[src/core/tsx_pkg.sv]
// tsx_pkg: constants and types for the test-skip / xor / extended-set executor
// assumes a single 40 MHz core clock and an Avalon-MM slave with 32-bit data
// Summary of operation
// - test-and-skip opcode 0110 011a ffff ffff; status flags stay unchanged
// - tested register zero: prefetched word dropped, a no-op cycle follows
// - skip over a two-word instruction makes the test take three cycles
// - access bit 0 picks the access bank, 1 picks bank select register
// - access 0, extended set on, field at most 95: indexed literal offset
// - xor literal into work register, sets negative and zero, one cycle
// - xor work with register; destination 0 to work, 1 back to register
// - xor register opcode 0001 10da ffff ffff, sets negative and zero, one cycle
// - extended set adds pointer instructions and indexed literal offset mode
// - extended set enabled after reset; a configuration bit turns it off
// - extended instructions adjust a pointer register or index from one
// - pointer add/subtract with pointer field 3 on the third pointer returns from subroutine after
// - table write stores latch byte in holding register picked by pointer[2:0]
package tsx_pkg;
  localparam int unsigned AW = 8;
  localparam logic [7:0] OFF_CTRL = 8'h00;
  localparam logic [7:0] OFF_INSTR = 8'h04;
  localparam logic [7:0] OFF_NEXT = 8'h08;
  localparam logic [7:0] OFF_WREG = 8'h0C;
  localparam logic [7:0] OFF_STAT = 8'h10;
  localparam logic [7:0] OFF_BSR = 8'h14;
  localparam logic [7:0] OFF_FSR0 = 8'h18;
  localparam logic [7:0] OFF_FSR1 = 8'h1C;
  localparam logic [7:0] OFF_THIRD_POINTER_REG = 8'h20;
  localparam logic [7:0] OFF_TPTR = 8'h24;
  localparam logic [7:0] OFF_TLAT = 8'h28;
  localparam logic [7:0] OFF_FADR = 8'h2C;
  localparam logic [7:0] OFF_FDAT = 8'h30;
  localparam logic [7:0] OFF_TOS = 8'h34;
  localparam logic [7:0] OFF_PC = 8'h38;
  localparam logic [7:0] OFF_HOLD = 8'h40;
  localparam int unsigned HOLD_N = 8;
  localparam logic CTRL_EXT_RST = 1'b1;
  localparam int unsigned SB_Z = 0;
  localparam int unsigned SB_N = 1;
  localparam int unsigned SB_BUSY = 4;
  localparam int unsigned SB_SKIP = 5;
  localparam int unsigned SB_BAD = 6;
  localparam int unsigned SB_CYC = 8;
  localparam logic [6:0] OPC_TST = 7'h33;
  localparam logic [5:0] OPC_XOR_WORK_WITH_REG = 6'h06;
  localparam logic [7:0] OPC_XOR_LITERAL_TO_WORK = 8'h0A;
  localparam logic [7:0] OPC_ADDF = 8'hE8;
  localparam logic [7:0] OPC_SUBF = 8'hE9;
  localparam logic [13:0] OPC_TABLE_WRITE_OP = 14'h0003;
  localparam logic [3:0] OPC_MOVFF = 4'hC;
  localparam logic [6:0] OPC_CALL = 7'h76;
  localparam logic [7:0] OPC_LFSR = 8'hEE;
  localparam logic [7:0] OPC_GOTO = 8'hEF;
  localparam logic [7:0] OPC_MOVS = 8'hEB;
  localparam logic [7:0] IDX_MAX = 8'h5F;
  localparam logic [1:0] PTR_RET = 2'h3;
  localparam logic [1:0] TB_PREINC = 2'h3;
  localparam logic [1:0] TB_POSTINC = 2'h1;
  localparam logic [1:0] TB_POSTDEC = 2'h2;
  localparam logic [1:0] Q4 = 2'h3;
  typedef enum logic [2:0] {
    OP_NOP = 3'h0,
    OP_XOR_LITERAL_TO_WORK = 3'h1,
    OP_XOR_WORK_WITH_REG = 3'h2,
    OP_TST = 3'h3,
    OP_ADDF = 3'h4,
    OP_SUBF = 3'h5,
    OP_TABLE_WRITE_OP = 3'h6,
    OP_BAD = 3'h7
  } tsx_op_t;
  typedef enum logic {
    ST_IDLE = 1'b0,
    ST_EXEC = 1'b1
  } tsx_state_t;
  typedef struct packed {
    tsx_op_t op;
    logic a;
    logic d;
    logic [7:0] f;
    logic [1:0] ptr;
    logic [5:0] k6;
  } tsx_dec_t;
endpackage : tsx_pkg

[src/core/tsx_core.sv]
// tsx_core: executes one issued instruction word in four quarter-phases per cycle
// assumes an Avalon-MM master on the same clock; words come in through INSTR
//
// The implementer's own choices: the Avalon-MM interface to the registers and the address map.
`timescale 1ns/1ps
module tsx_core import tsx_pkg::*; #(
  parameter int unsigned Q_DIV = 1,
  parameter int unsigned MEM_DEPTH = 16
) (
  input wire logic clk, // core clock, 40 MHz
  input wire logic rst_b, // async reset, active low
  input wire logic [AW-1:0] avs_address, // byte address
  input wire logic avs_read, // read request
  input wire logic avs_write, // write request
  input wire logic [31:0] avs_writedata, // write data
  input wire logic [3:0] avs_byteenable, // byte lanes
  output logic [31:0] avs_readdata, // read data
  output logic avs_waitrequest, // stall
  output logic busy // instruction in flight
);
  localparam int unsigned MW = $clog2(MEM_DEPTH);

  tsx_state_t st_q;
  tsx_dec_t dec;
  logic [7:0] qdiv_q;
  logic qe;
  logic [1:0] qph_q;
  logic [1:0] cyc_q;
  logic [1:0] nc_q;
  logic [1:0] ncyc;
  logic [1:0] skw;
  logic [1:0] tgt;
  logic q4;
  logic q4_first;
  logic fin;
  logic start;
  logic wacc;
  logic rv_q;
  logic [31:0] rd_q;
  logic [31:0] rmux;
  logic [31:0] bmask;
  logic [31:0] wm;
  logic ext_q;
  logic [3:0] bsr_q;
  logic [15:0] ins_q;
  logic [15:0] nxt_q;
  logic [MW-1:0] fa_q;
  logic [7:0] w_q;
  logic flag_n_q;
  logic flag_z_q;
  logic skip_q;
  logic bad_q;
  logic [11:0] fsr_q [3];
  logic [21:0] table_pointer_q;
  logic [7:0] table_latch_q;
  logic [7:0] hold_q [HOLD_N];
  logic [7:0] mem_q [MEM_DEPTH];
  logic [20:0] pc_q;
  logic [20:0] tos_q;
  logic [11:0] ea;
  logic [11:0] idx_ea;
  logic [MW-1:0] idx_i;
  logic [MW-1:0] bank_i;
  logic [7:0] fval;
  logic [7:0] xres;
  logic zero;
  logic tw;
  logic ret;
  logic [1:0] pi;
  logic [2:0] hidx;

  function automatic logic two_word(logic [15:0] i, logic x);
    two_word = i[15:12] == OPC_MOVFF || i[15:9] == OPC_CALL ||
               i[15:8] == OPC_LFSR || i[15:8] == OPC_GOTO ||
               (x && i[15:8] == OPC_MOVS);
  endfunction : two_word

  // quarter-phase enable; Q_DIV stretches a phase for slow benches
  assign qe = (qdiv_q == 8'(Q_DIV - 1));
  always_ff @(posedge clk or negedge rst_b) begin
    if (!rst_b) begin
      qdiv_q <= 8'h00;
    end else if (qe) begin
      qdiv_q <= 8'h00;
    end else begin
      qdiv_q <= qdiv_q + 8'h01;
    end
  end

  // bus slave: writes wait while an instruction runs, reads take one wait cycle
  assign busy = (st_q == ST_EXEC);
  assign wacc = avs_write && !busy;
  assign start = wacc && avs_address == OFF_INSTR;
  assign avs_waitrequest = (avs_read && !rv_q) || (avs_write && busy);
  assign avs_readdata = rd_q;
  assign bmask = {{8{avs_byteenable[3]}}, {8{avs_byteenable[2]}},
                  {8{avs_byteenable[1]}}, {8{avs_byteenable[0]}}};
  assign wm = (rmux & ~bmask) | (avs_writedata & bmask);

  always_comb begin
    rmux = 32'h0000_0000;
    if (avs_address >= OFF_HOLD && avs_address < OFF_HOLD + 8'(4 * HOLD_N)) begin
      rmux[7:0] = hold_q[avs_address[4:2]];
    end else begin
      unique case (avs_address)
        OFF_CTRL: rmux[0] = ext_q;
        OFF_INSTR: rmux[15:0] = ins_q;
        OFF_NEXT: rmux[15:0] = nxt_q;
        OFF_WREG: rmux[7:0] = w_q;
        OFF_STAT: begin
          rmux[SB_Z] = flag_z_q;
          rmux[SB_N] = flag_n_q;
          rmux[SB_BUSY] = busy;
          rmux[SB_SKIP] = skip_q;
          rmux[SB_BAD] = bad_q;
          rmux[SB_CYC +: 2] = nc_q;
        end
        OFF_BSR: rmux[3:0] = bsr_q;
        OFF_FSR0: rmux[11:0] = fsr_q[0];
        OFF_FSR1: rmux[11:0] = fsr_q[1];
        OFF_THIRD_POINTER_REG: rmux[11:0] = fsr_q[2];
        OFF_TPTR: rmux[21:0] = table_pointer_q;
        OFF_TLAT: rmux[7:0] = table_latch_q;
        OFF_FADR: rmux[MW-1:0] = fa_q;
        OFF_FDAT: rmux[7:0] = mem_q[fa_q];
        OFF_TOS: rmux[20:0] = tos_q;
        OFF_PC: rmux[20:0] = pc_q;
        default: rmux = 32'h0000_0000;
      endcase
    end
  end

  always_ff @(posedge clk or negedge rst_b) begin
    if (!rst_b) begin
      rv_q <= 1'b0;
      rd_q <= 32'h0000_0000;
    end else begin
      rv_q <= avs_read && !rv_q;
      if (avs_read && !rv_q) begin
        rd_q <= rmux;
      end
    end
  end

  // decode; extended opcodes only exist while the extended set is on
  always_comb begin
    dec = '0;
    dec.op = OP_BAD;
    dec.a = ins_q[8];
    dec.d = ins_q[9];
    dec.f = ins_q[7:0];
    dec.ptr = ins_q[7:6];
    dec.k6 = ins_q[5:0];
    if (ins_q[15:9] == OPC_TST) begin
      dec.op = OP_TST;
    end else if (ins_q[15:10] == OPC_XOR_WORK_WITH_REG) begin
      dec.op = OP_XOR_WORK_WITH_REG;
    end else if (ins_q[15:8] == OPC_XOR_LITERAL_TO_WORK) begin
      dec.op = OP_XOR_LITERAL_TO_WORK;
    end else if (ins_q[15:8] == OPC_ADDF && ext_q) begin
      dec.op = OP_ADDF;
    end else if (ins_q[15:8] == OPC_SUBF && ext_q) begin
      dec.op = OP_SUBF;
    end else if (ins_q[15:2] == OPC_TABLE_WRITE_OP) begin
      dec.op = OP_TABLE_WRITE_OP;
    end else if (ins_q == 16'h0000) begin
      dec.op = OP_NOP;
    end
  end

  // file address; memory is small, so upper address bits alias
  assign idx_ea = fsr_q[2] + {4'h0, dec.f};
  assign idx_i = idx_ea[MW-1:0];
  assign bank_i = dec.f[MW-1:0];
  always_comb begin
    if (dec.a) begin
      ea = {bsr_q, dec.f};
    end else if (ext_q && dec.f <= IDX_MAX) begin
      ea = idx_ea;
    end else if (dec.f <= IDX_MAX) begin
      ea = {4'h0, dec.f};
    end else begin
      ea = {4'hF, dec.f};
    end
  end
  assign fval = mem_q[ea[MW-1:0]];
  assign xres = w_q ^ (dec.op == OP_XOR_LITERAL_TO_WORK ? dec.f : fval);
  assign zero = (fval == 8'h00);
  assign tw = two_word(nxt_q, ext_q);
  assign ret = (dec.op == OP_ADDF || dec.op == OP_SUBF) && dec.ptr == PTR_RET;
  assign pi = ret ? 2'h2 : dec.ptr;
  assign hidx = (ins_q[1:0] == TB_PREINC) ? table_pointer_q[2:0] + 3'h1 : table_pointer_q[2:0];

  // skipped words become no-op cycles; nonzero test runs in one cycle
  assign skw = (dec.op == OP_TST && zero) ? (tw ? 2'h2 : 2'h1) : 2'h0;
  assign ncyc = (dec.op == OP_TABLE_WRITE_OP || ret) ? 2'h2 : 2'h1 + skw;
  assign q4 = busy && qe && qph_q == Q4;
  assign q4_first = q4 && cyc_q == 2'h0;
  assign tgt = (cyc_q == 2'h0) ? ncyc : nc_q;
  assign fin = q4 && (cyc_q + 2'h1 == tgt);

  always_ff @(posedge clk or negedge rst_b) begin
    if (!rst_b) begin
      st_q <= ST_IDLE;
      qph_q <= 2'h0;
      cyc_q <= 2'h0;
      nc_q <= 2'h0;
    end else begin
      unique case (st_q)
        ST_IDLE: begin
          if (start) begin
            st_q <= ST_EXEC;
            qph_q <= 2'h0;
            cyc_q <= 2'h0;
          end
        end
        ST_EXEC: begin
          if (qe) begin
            qph_q <= qph_q + 2'h1;
            if (q4_first) begin
              nc_q <= ncyc;
            end
            if (fin) begin
              st_q <= ST_IDLE;
            end else if (qph_q == Q4) begin
              cyc_q <= cyc_q + 2'h1;
            end
          end
        end
      endcase
    end
  end

  // control and instruction words
  always_ff @(posedge clk or negedge rst_b) begin
    if (!rst_b) begin
      ext_q <= CTRL_EXT_RST;
      bsr_q <= 4'h0;
      ins_q <= 16'h0000;
      nxt_q <= 16'h0000;
      fa_q <= '0;
    end else if (wacc) begin
      if (avs_address == OFF_CTRL) ext_q <= wm[0];
      if (avs_address == OFF_BSR) bsr_q <= wm[3:0];
      if (avs_address == OFF_INSTR) ins_q <= wm[15:0];
      if (avs_address == OFF_NEXT) nxt_q <= wm[15:0];
      if (avs_address == OFF_FADR) fa_q <= wm[MW-1:0];
    end
  end

  // work register and flags; the test instruction leaves flags alone
  always_ff @(posedge clk or negedge rst_b) begin
    if (!rst_b) begin
      w_q <= 8'h00;
      flag_n_q <= 1'b0;
      flag_z_q <= 1'b0;
      skip_q <= 1'b0;
      bad_q <= 1'b0;
    end else if (wacc && avs_address == OFF_WREG) begin
      w_q <= wm[7:0];
    end else if (q4_first) begin
      skip_q <= (skw != 2'h0);
      bad_q <= (dec.op == OP_BAD);
      if (dec.op == OP_XOR_LITERAL_TO_WORK || dec.op == OP_XOR_WORK_WITH_REG) begin
        flag_n_q <= xres[7];
        flag_z_q <= (xres == 8'h00);
        if (dec.op == OP_XOR_LITERAL_TO_WORK || !dec.d) begin
          w_q <= xres;
        end
      end
    end
  end

  always_ff @(posedge clk or negedge rst_b) begin
    if (!rst_b) begin
      for (int i = 0; i < MEM_DEPTH; i++) mem_q[i] <= 8'h00;
    end else if (wacc && avs_address == OFF_FDAT) begin
      mem_q[fa_q] <= wm[7:0];
    end else if (q4_first && dec.op == OP_XOR_WORK_WITH_REG && dec.d) begin
      mem_q[ea[MW-1:0]] <= xres;
    end
  end

  always_ff @(posedge clk or negedge rst_b) begin
    if (!rst_b) begin
      for (int i = 0; i < 3; i++) fsr_q[i] <= 12'h000;
    end else if (wacc && avs_address == OFF_FSR0) begin
      fsr_q[0] <= wm[11:0];
    end else if (wacc && avs_address == OFF_FSR1) begin
      fsr_q[1] <= wm[11:0];
    end else if (wacc && avs_address == OFF_THIRD_POINTER_REG) begin
      fsr_q[2] <= wm[11:0];
    end else if (q4_first && dec.op == OP_ADDF) begin
      fsr_q[pi] <= fsr_q[pi] + {6'h00, dec.k6};
    end else if (q4_first && dec.op == OP_SUBF) begin
      fsr_q[pi] <= fsr_q[pi] - {6'h00, dec.k6};
    end
  end

  // table write: pointer low bits pick the holding register
  always_ff @(posedge clk or negedge rst_b) begin
    if (!rst_b) begin
      table_pointer_q <= 22'h00_0000;
      table_latch_q <= 8'h00;
      for (int i = 0; i < HOLD_N; i++) hold_q[i] <= 8'h00;
    end else if (wacc && avs_address == OFF_TPTR) begin
      table_pointer_q <= wm[21:0];
    end else if (wacc && avs_address == OFF_TLAT) begin
      table_latch_q <= wm[7:0];
    end else if (q4_first && dec.op == OP_TABLE_WRITE_OP) begin
      hold_q[hidx] <= table_latch_q;
      if (ins_q[1:0] == TB_POSTINC || ins_q[1:0] == TB_PREINC) begin
        table_pointer_q <= table_pointer_q + 22'h00_0001;
      end else if (ins_q[1:0] == TB_POSTDEC) begin
        table_pointer_q <= table_pointer_q - 22'h00_0001;
      end
    end
  end

  // program counter steps two bytes per word, skipped words included
  always_ff @(posedge clk or negedge rst_b) begin
    if (!rst_b) begin
      pc_q <= 21'h00_0000;
      tos_q <= 21'h00_0000;
    end else if (wacc && avs_address == OFF_TOS) begin
      tos_q <= wm[20:0];
    end else if (fin && ret && cyc_q != 2'h0) begin
      pc_q <= tos_q;
    end else if (q4_first) begin
      pc_q <= pc_q + {18'h0_0000, skw, 1'b0} + 21'h00_0002;
    end
  end
endmodule : tsx_core

[config.mk]
export PLATFORM = sky130hd
export DESIGN_NAME = tsx_core
export DESIGN_NICKNAME = d
export VERILOG_FILES = /design/src/core/tsx_pkg.sv /design/src/core/tsx_core.sv
export SDC_FILE = /design/constraint.sdc
export NUM_CORES = 1
export LEC_CHECK = 0
export BUFFER_PORTS_ARGS = -buffer_cell sky130_fd_sc_hd__buf_2
export CORE_MARGIN = 2
export CORE_UTILIZATION = 45
export DETAILED_ROUTE_END_ITERATION = 16
export SYNTH_ARGS = -nofsm -noshare
export SYNTH_HDL_FRONTEND = slang
export SYNTH_SLANG_ARGS = --single-unit
export TNS_END_PERCENT = 30
[constraint.sdc]
create_clock -name clk -period 7.1 [get_ports clk]
set_input_delay 1.42 -clock clk [delete_from_list [all_inputs] [get_ports clk]]
set_output_delay 1.42 -clock clk [all_outputs]
set_load 0.01 [all_outputs]
==> summary.txt <==
Setup path
  – R2r setup slk: 480 ps
  – Reg2reg end: pc_q[4]$_DFFE_PN0P_
  – Worst reg-to-reg path cell count: 21
  – Worst EP required: 7580 ps
  – CP endpoint kind: register
  – Startpoint Class: register
  – Worst setup endpoint: pc_q[4]$_DFFE_PN0P_
  – Critical Path AT: 7100 ps
  – CP Max Fanout: 33
  – Reg2reg start: ins_q[1]$_DFFE_PN0P_
  – Critical path startpoint: ins_q[1]$_DFFE_PN0P_
  – Kind of critical path: reg -> reg

Placement
  – Placed Cells incl. Taps: 3025
  – Hpwl dp: 56400 µm
  – PortBufs: 60
  – GP Congestion: roughly 0.96

Synthesis
  – Share of the synthesized area in the top cell type: 41.9%
  – Ys flop type: dfrtp_1
  – Post-Syn Area per Cell: 9.74 µm²
  – Synth unique cells: 88
  – Largest cells by area after synthesis: dfrtp_1, mux4_2, o21ai_0
  – Number of flops mapped to enable cells by yosys: 0
  – Mapped Area: 23300 µm²
  – Register area share after synthesis: 42.0%
  – Cell count after synthesis: 2394
  – Yosys warns: 0
  – Share of flip-flops with an asynchronous set or reset: 100%
  – Area leader, netlist: dfrtp_1
  – FF+latch count, synth: 391

Clocking
  – CTS root buf: clkbuf_16
  – CTS sink cnt: 391
  – Later-pin clock latency in the skew report: about 620 ps
  – Post-CTS Setup Repair Bufs: 0
  – Resized cells post-CTS: 0
  – CTS H-tree lvls: 2
  – CTS Buffer Depth: 3
  – CTS tree: yes
  – Clock slew at reported path FFs: approximately 60 ps
  – Total CTS buffers: 46
  – CTS Hold Bufs: 0

Layout
  – Number of fill cells in the layout: 4739
  – Layout cells sized above 1: between 15 and 20%
  – Non-filler cells in the finished layout: between 3000 and 4000
  – Fin util: ~51%
  – ANT cells: 0
  – Synth-to-layout area growth: 11.2%
  – Nets: about 2500

Timing
  – Setup Viol. Count Final: 0
  – Clock Skew: approximately 54 ps
  – Fin. Hold Viols: 0
  – Fin crit period: 6620 ps
  – Max Slew Vio Count: 0
  – RSZ-0062 raised after global routing: false
  – TNS Setup: 0 ps
  – Period utilisation layout: ~93%
  – Worst rel slew slack: 6.15%
  – Worst-margin pin slew: 1380 ps
  – Top achievable clock speed: 151 MHz

GRT
  – Gr usage total: between 30% and 40%
  – First-pass GRT wire length: between 100000 and 150000 µm
  – GR Overflow Total: 0
  – Initial antenna violation count: 2
  – Number of global-route vias before repair: 20500
  – Largest net degree at the start of global routing: approximately 180

Die
  – Die ar.: 53600 µm²
  – Core Region: 51300 µm²
  – Die width: 232 µm
  – Die Height: around 230 µm
  – # IOs: between 80 and 90
  – Initial core utilization: between 40% and 50%
  – Std-Cell Rows: 83

Routing
  – Via count: 20900
  – Drt first pass iters: 6
  – First DRT Iteration DRCs: around 2300
  – ANT nets after route: 0
  – DR WL/cell: 26.9 µm
  – Drt drc: 0
  – Routed WL: around 84000 µm
  – Via-to-Cell Ratio: 6.71

Worst hold path
  – Hold Path Class: reg -> reg
  – Hold Path Stages: 2

Power
  – P_leak: 11.2 nW
  – Maximum vdd drop: 0.160 mV
  – Total power: 5.63 mW
  – P per Cell Area: 217 nW/µm²

Outcome
  – Status: complete, no violations

Flow run
  – Max_cap viols: 0
worst max-delay path, stage by stage (launching register included):
cell and delay [ps]:
dfrtp_1 340, inv_1 210, fa_1 950, inv_1 260
and4_1 480, o21ai_0 300, nand4_1 140, a21oi_1 330
o221ai_1 380, nor3_1 320, nand4_1 190, or2_2 340
ha_1 300, nor3_1 260, a21oi_1 130, xnor2_1 190
nand2_1 90, nor3_1 380, inv_1 130, o21ai_2 120
buf_4 360, o2bb2a_1 260
flip-flops by register name, indices dropped and copies added, names as in the netlist, 4 cells and up:
name	cells
avs_readdata	22
nxt_q	16
fsr_q	36
ins_q	16
pc_q	21
table_latch_q	8
qdiv_q	8
hold_q	64
tos_q	21
mem_q	128
w_q	8
fa_q	4
table_pointer_q	22
bsr_q	4
synthesized netlist by cell type (all sizes together), types with 15 or more instances:
library cell / count
nand2b: 23
dfrtp: 390
buf: 53
inv: 58
nor2b: 15
xnor2: 26
o22ai: 139
a21oi: 114
nor2: 109
xor2: 24
mux4: 60
clkbuf: 116
a22oi: 67
nand4: 21
and3: 21
ha: 46
nor3: 27
mux2: 90
o221ai: 15
o21ai: 254
nand2: 283
mux2i: 61
a22o: 138
nand3: 66
stage by stage:
step           hold WS, ps  setup slack (ps)  area, µm²
6_report               476               482      25900
2_1_floorplan          446              1510      23300
4_1_cts                480               676      25900
3_5_place_dp           467               743      24300
5_1_grt                514              43.6      25900
3_3_place_gp           457               857      24300
worst min path at each step:
stage | startpoint | to | slack (ps)
6_report | avs_readdata[5]$_DFFE_PN0P_ | avs_readdata[5]$_DFFE_PN0P_ | 480
3_5_place_dp | avs_readdata[5]$_DFFE_PN0P_ | avs_readdata[5]$_DFFE_PN0P_ | 470
4_1_cts | avs_readdata[5]$_DFFE_PN0P_ | avs_readdata[5]$_DFFE_PN0P_ | 480
2_1_floorplan | qdiv_q[7]$_DFF_PN0_ | qdiv_q[7]$_DFF_PN0_ | 450
3_3_place_gp | avs_readdata[8]$_DFFE_PN0P_ | avs_readdata[8]$_DFFE_PN0P_ | 460
5_1_grt | hold_q[24]$_DFFE_PN0P_ | hold_q[24]$_DFFE_PN0P_ | 510
cell usage in the layout (no fill, tap or decap), types with 25 or more instances in the layout:
cell / synthesis / routed
a21oi_1: 111 / 111
a22o_1: 138 / 138
a22oi_1: 67 / 67
buf_2: 10 / 59
buf_4: 17 / 48
clkbuf_16: 0 / 47
dfrtp_1: 390 / 389
ha_1: 46 / 46
inv_1: 58 / 58
mux2_2: 90 / 90
mux2i_1: 61 / 56
mux4_2: 59 / 59
nand2_1: 281 / 281
nand3_1: 66 / 65
nor2_1: 107 / 107
nor3_1: 25 / 25
o21ai_0: 251 / 251
o22ai_1: 139 / 139
xnor2_1: 25 / 25
power breakdown:
part | total [mW] | internal (mW) | switching [mW]
combinational | 0.637 | 0.209 | 0.428
sequential | 2.36 | 2.28 | 0.0764
clock | 2.63 | 1.60 | 1.04
total | 5.63 | 4.09 | 1.54
cell type report:
type	count	area [µm²]	area share [%]
multi-input combinational	1782	12700	48.9
timing repair buffer	111	731	2.82
clock buffer	61	1320	5.09
tap	680	851	3.28
inverter	61	229	0.883
clock inverter	23	334	1.29
sequential	391	9790	37.8
kinds of logic after synthesis:
| group | after synthesis | synth area share (%) |
|---|---|---|
| AO/OA/AOI/OAI | 851 | 24.0 |
| AND/OR/NAND/NOR | 609 | 12.3 |
| flip-flops | 391 | 42.0 |
| buffers and inverters | 230 | 4.17 |
| multiplexers | 211 | 12.8 |
| adder cells (fa/ha/maj) | 51 | 2.90 |
| XOR/XNOR | 50 | 1.94 |
| other | 1 | 0.0161 |
layer usage:
layer	track usage [%]	part of all wire [%]	vias up
li1	-	-	9041
met1	40.5	40	10400
met2	49.7	46	1112
met3	5.76	8.0	266
met4	17.0	5.8	2
met5	0	0.016	-
(Power assumes the default switching activity.)
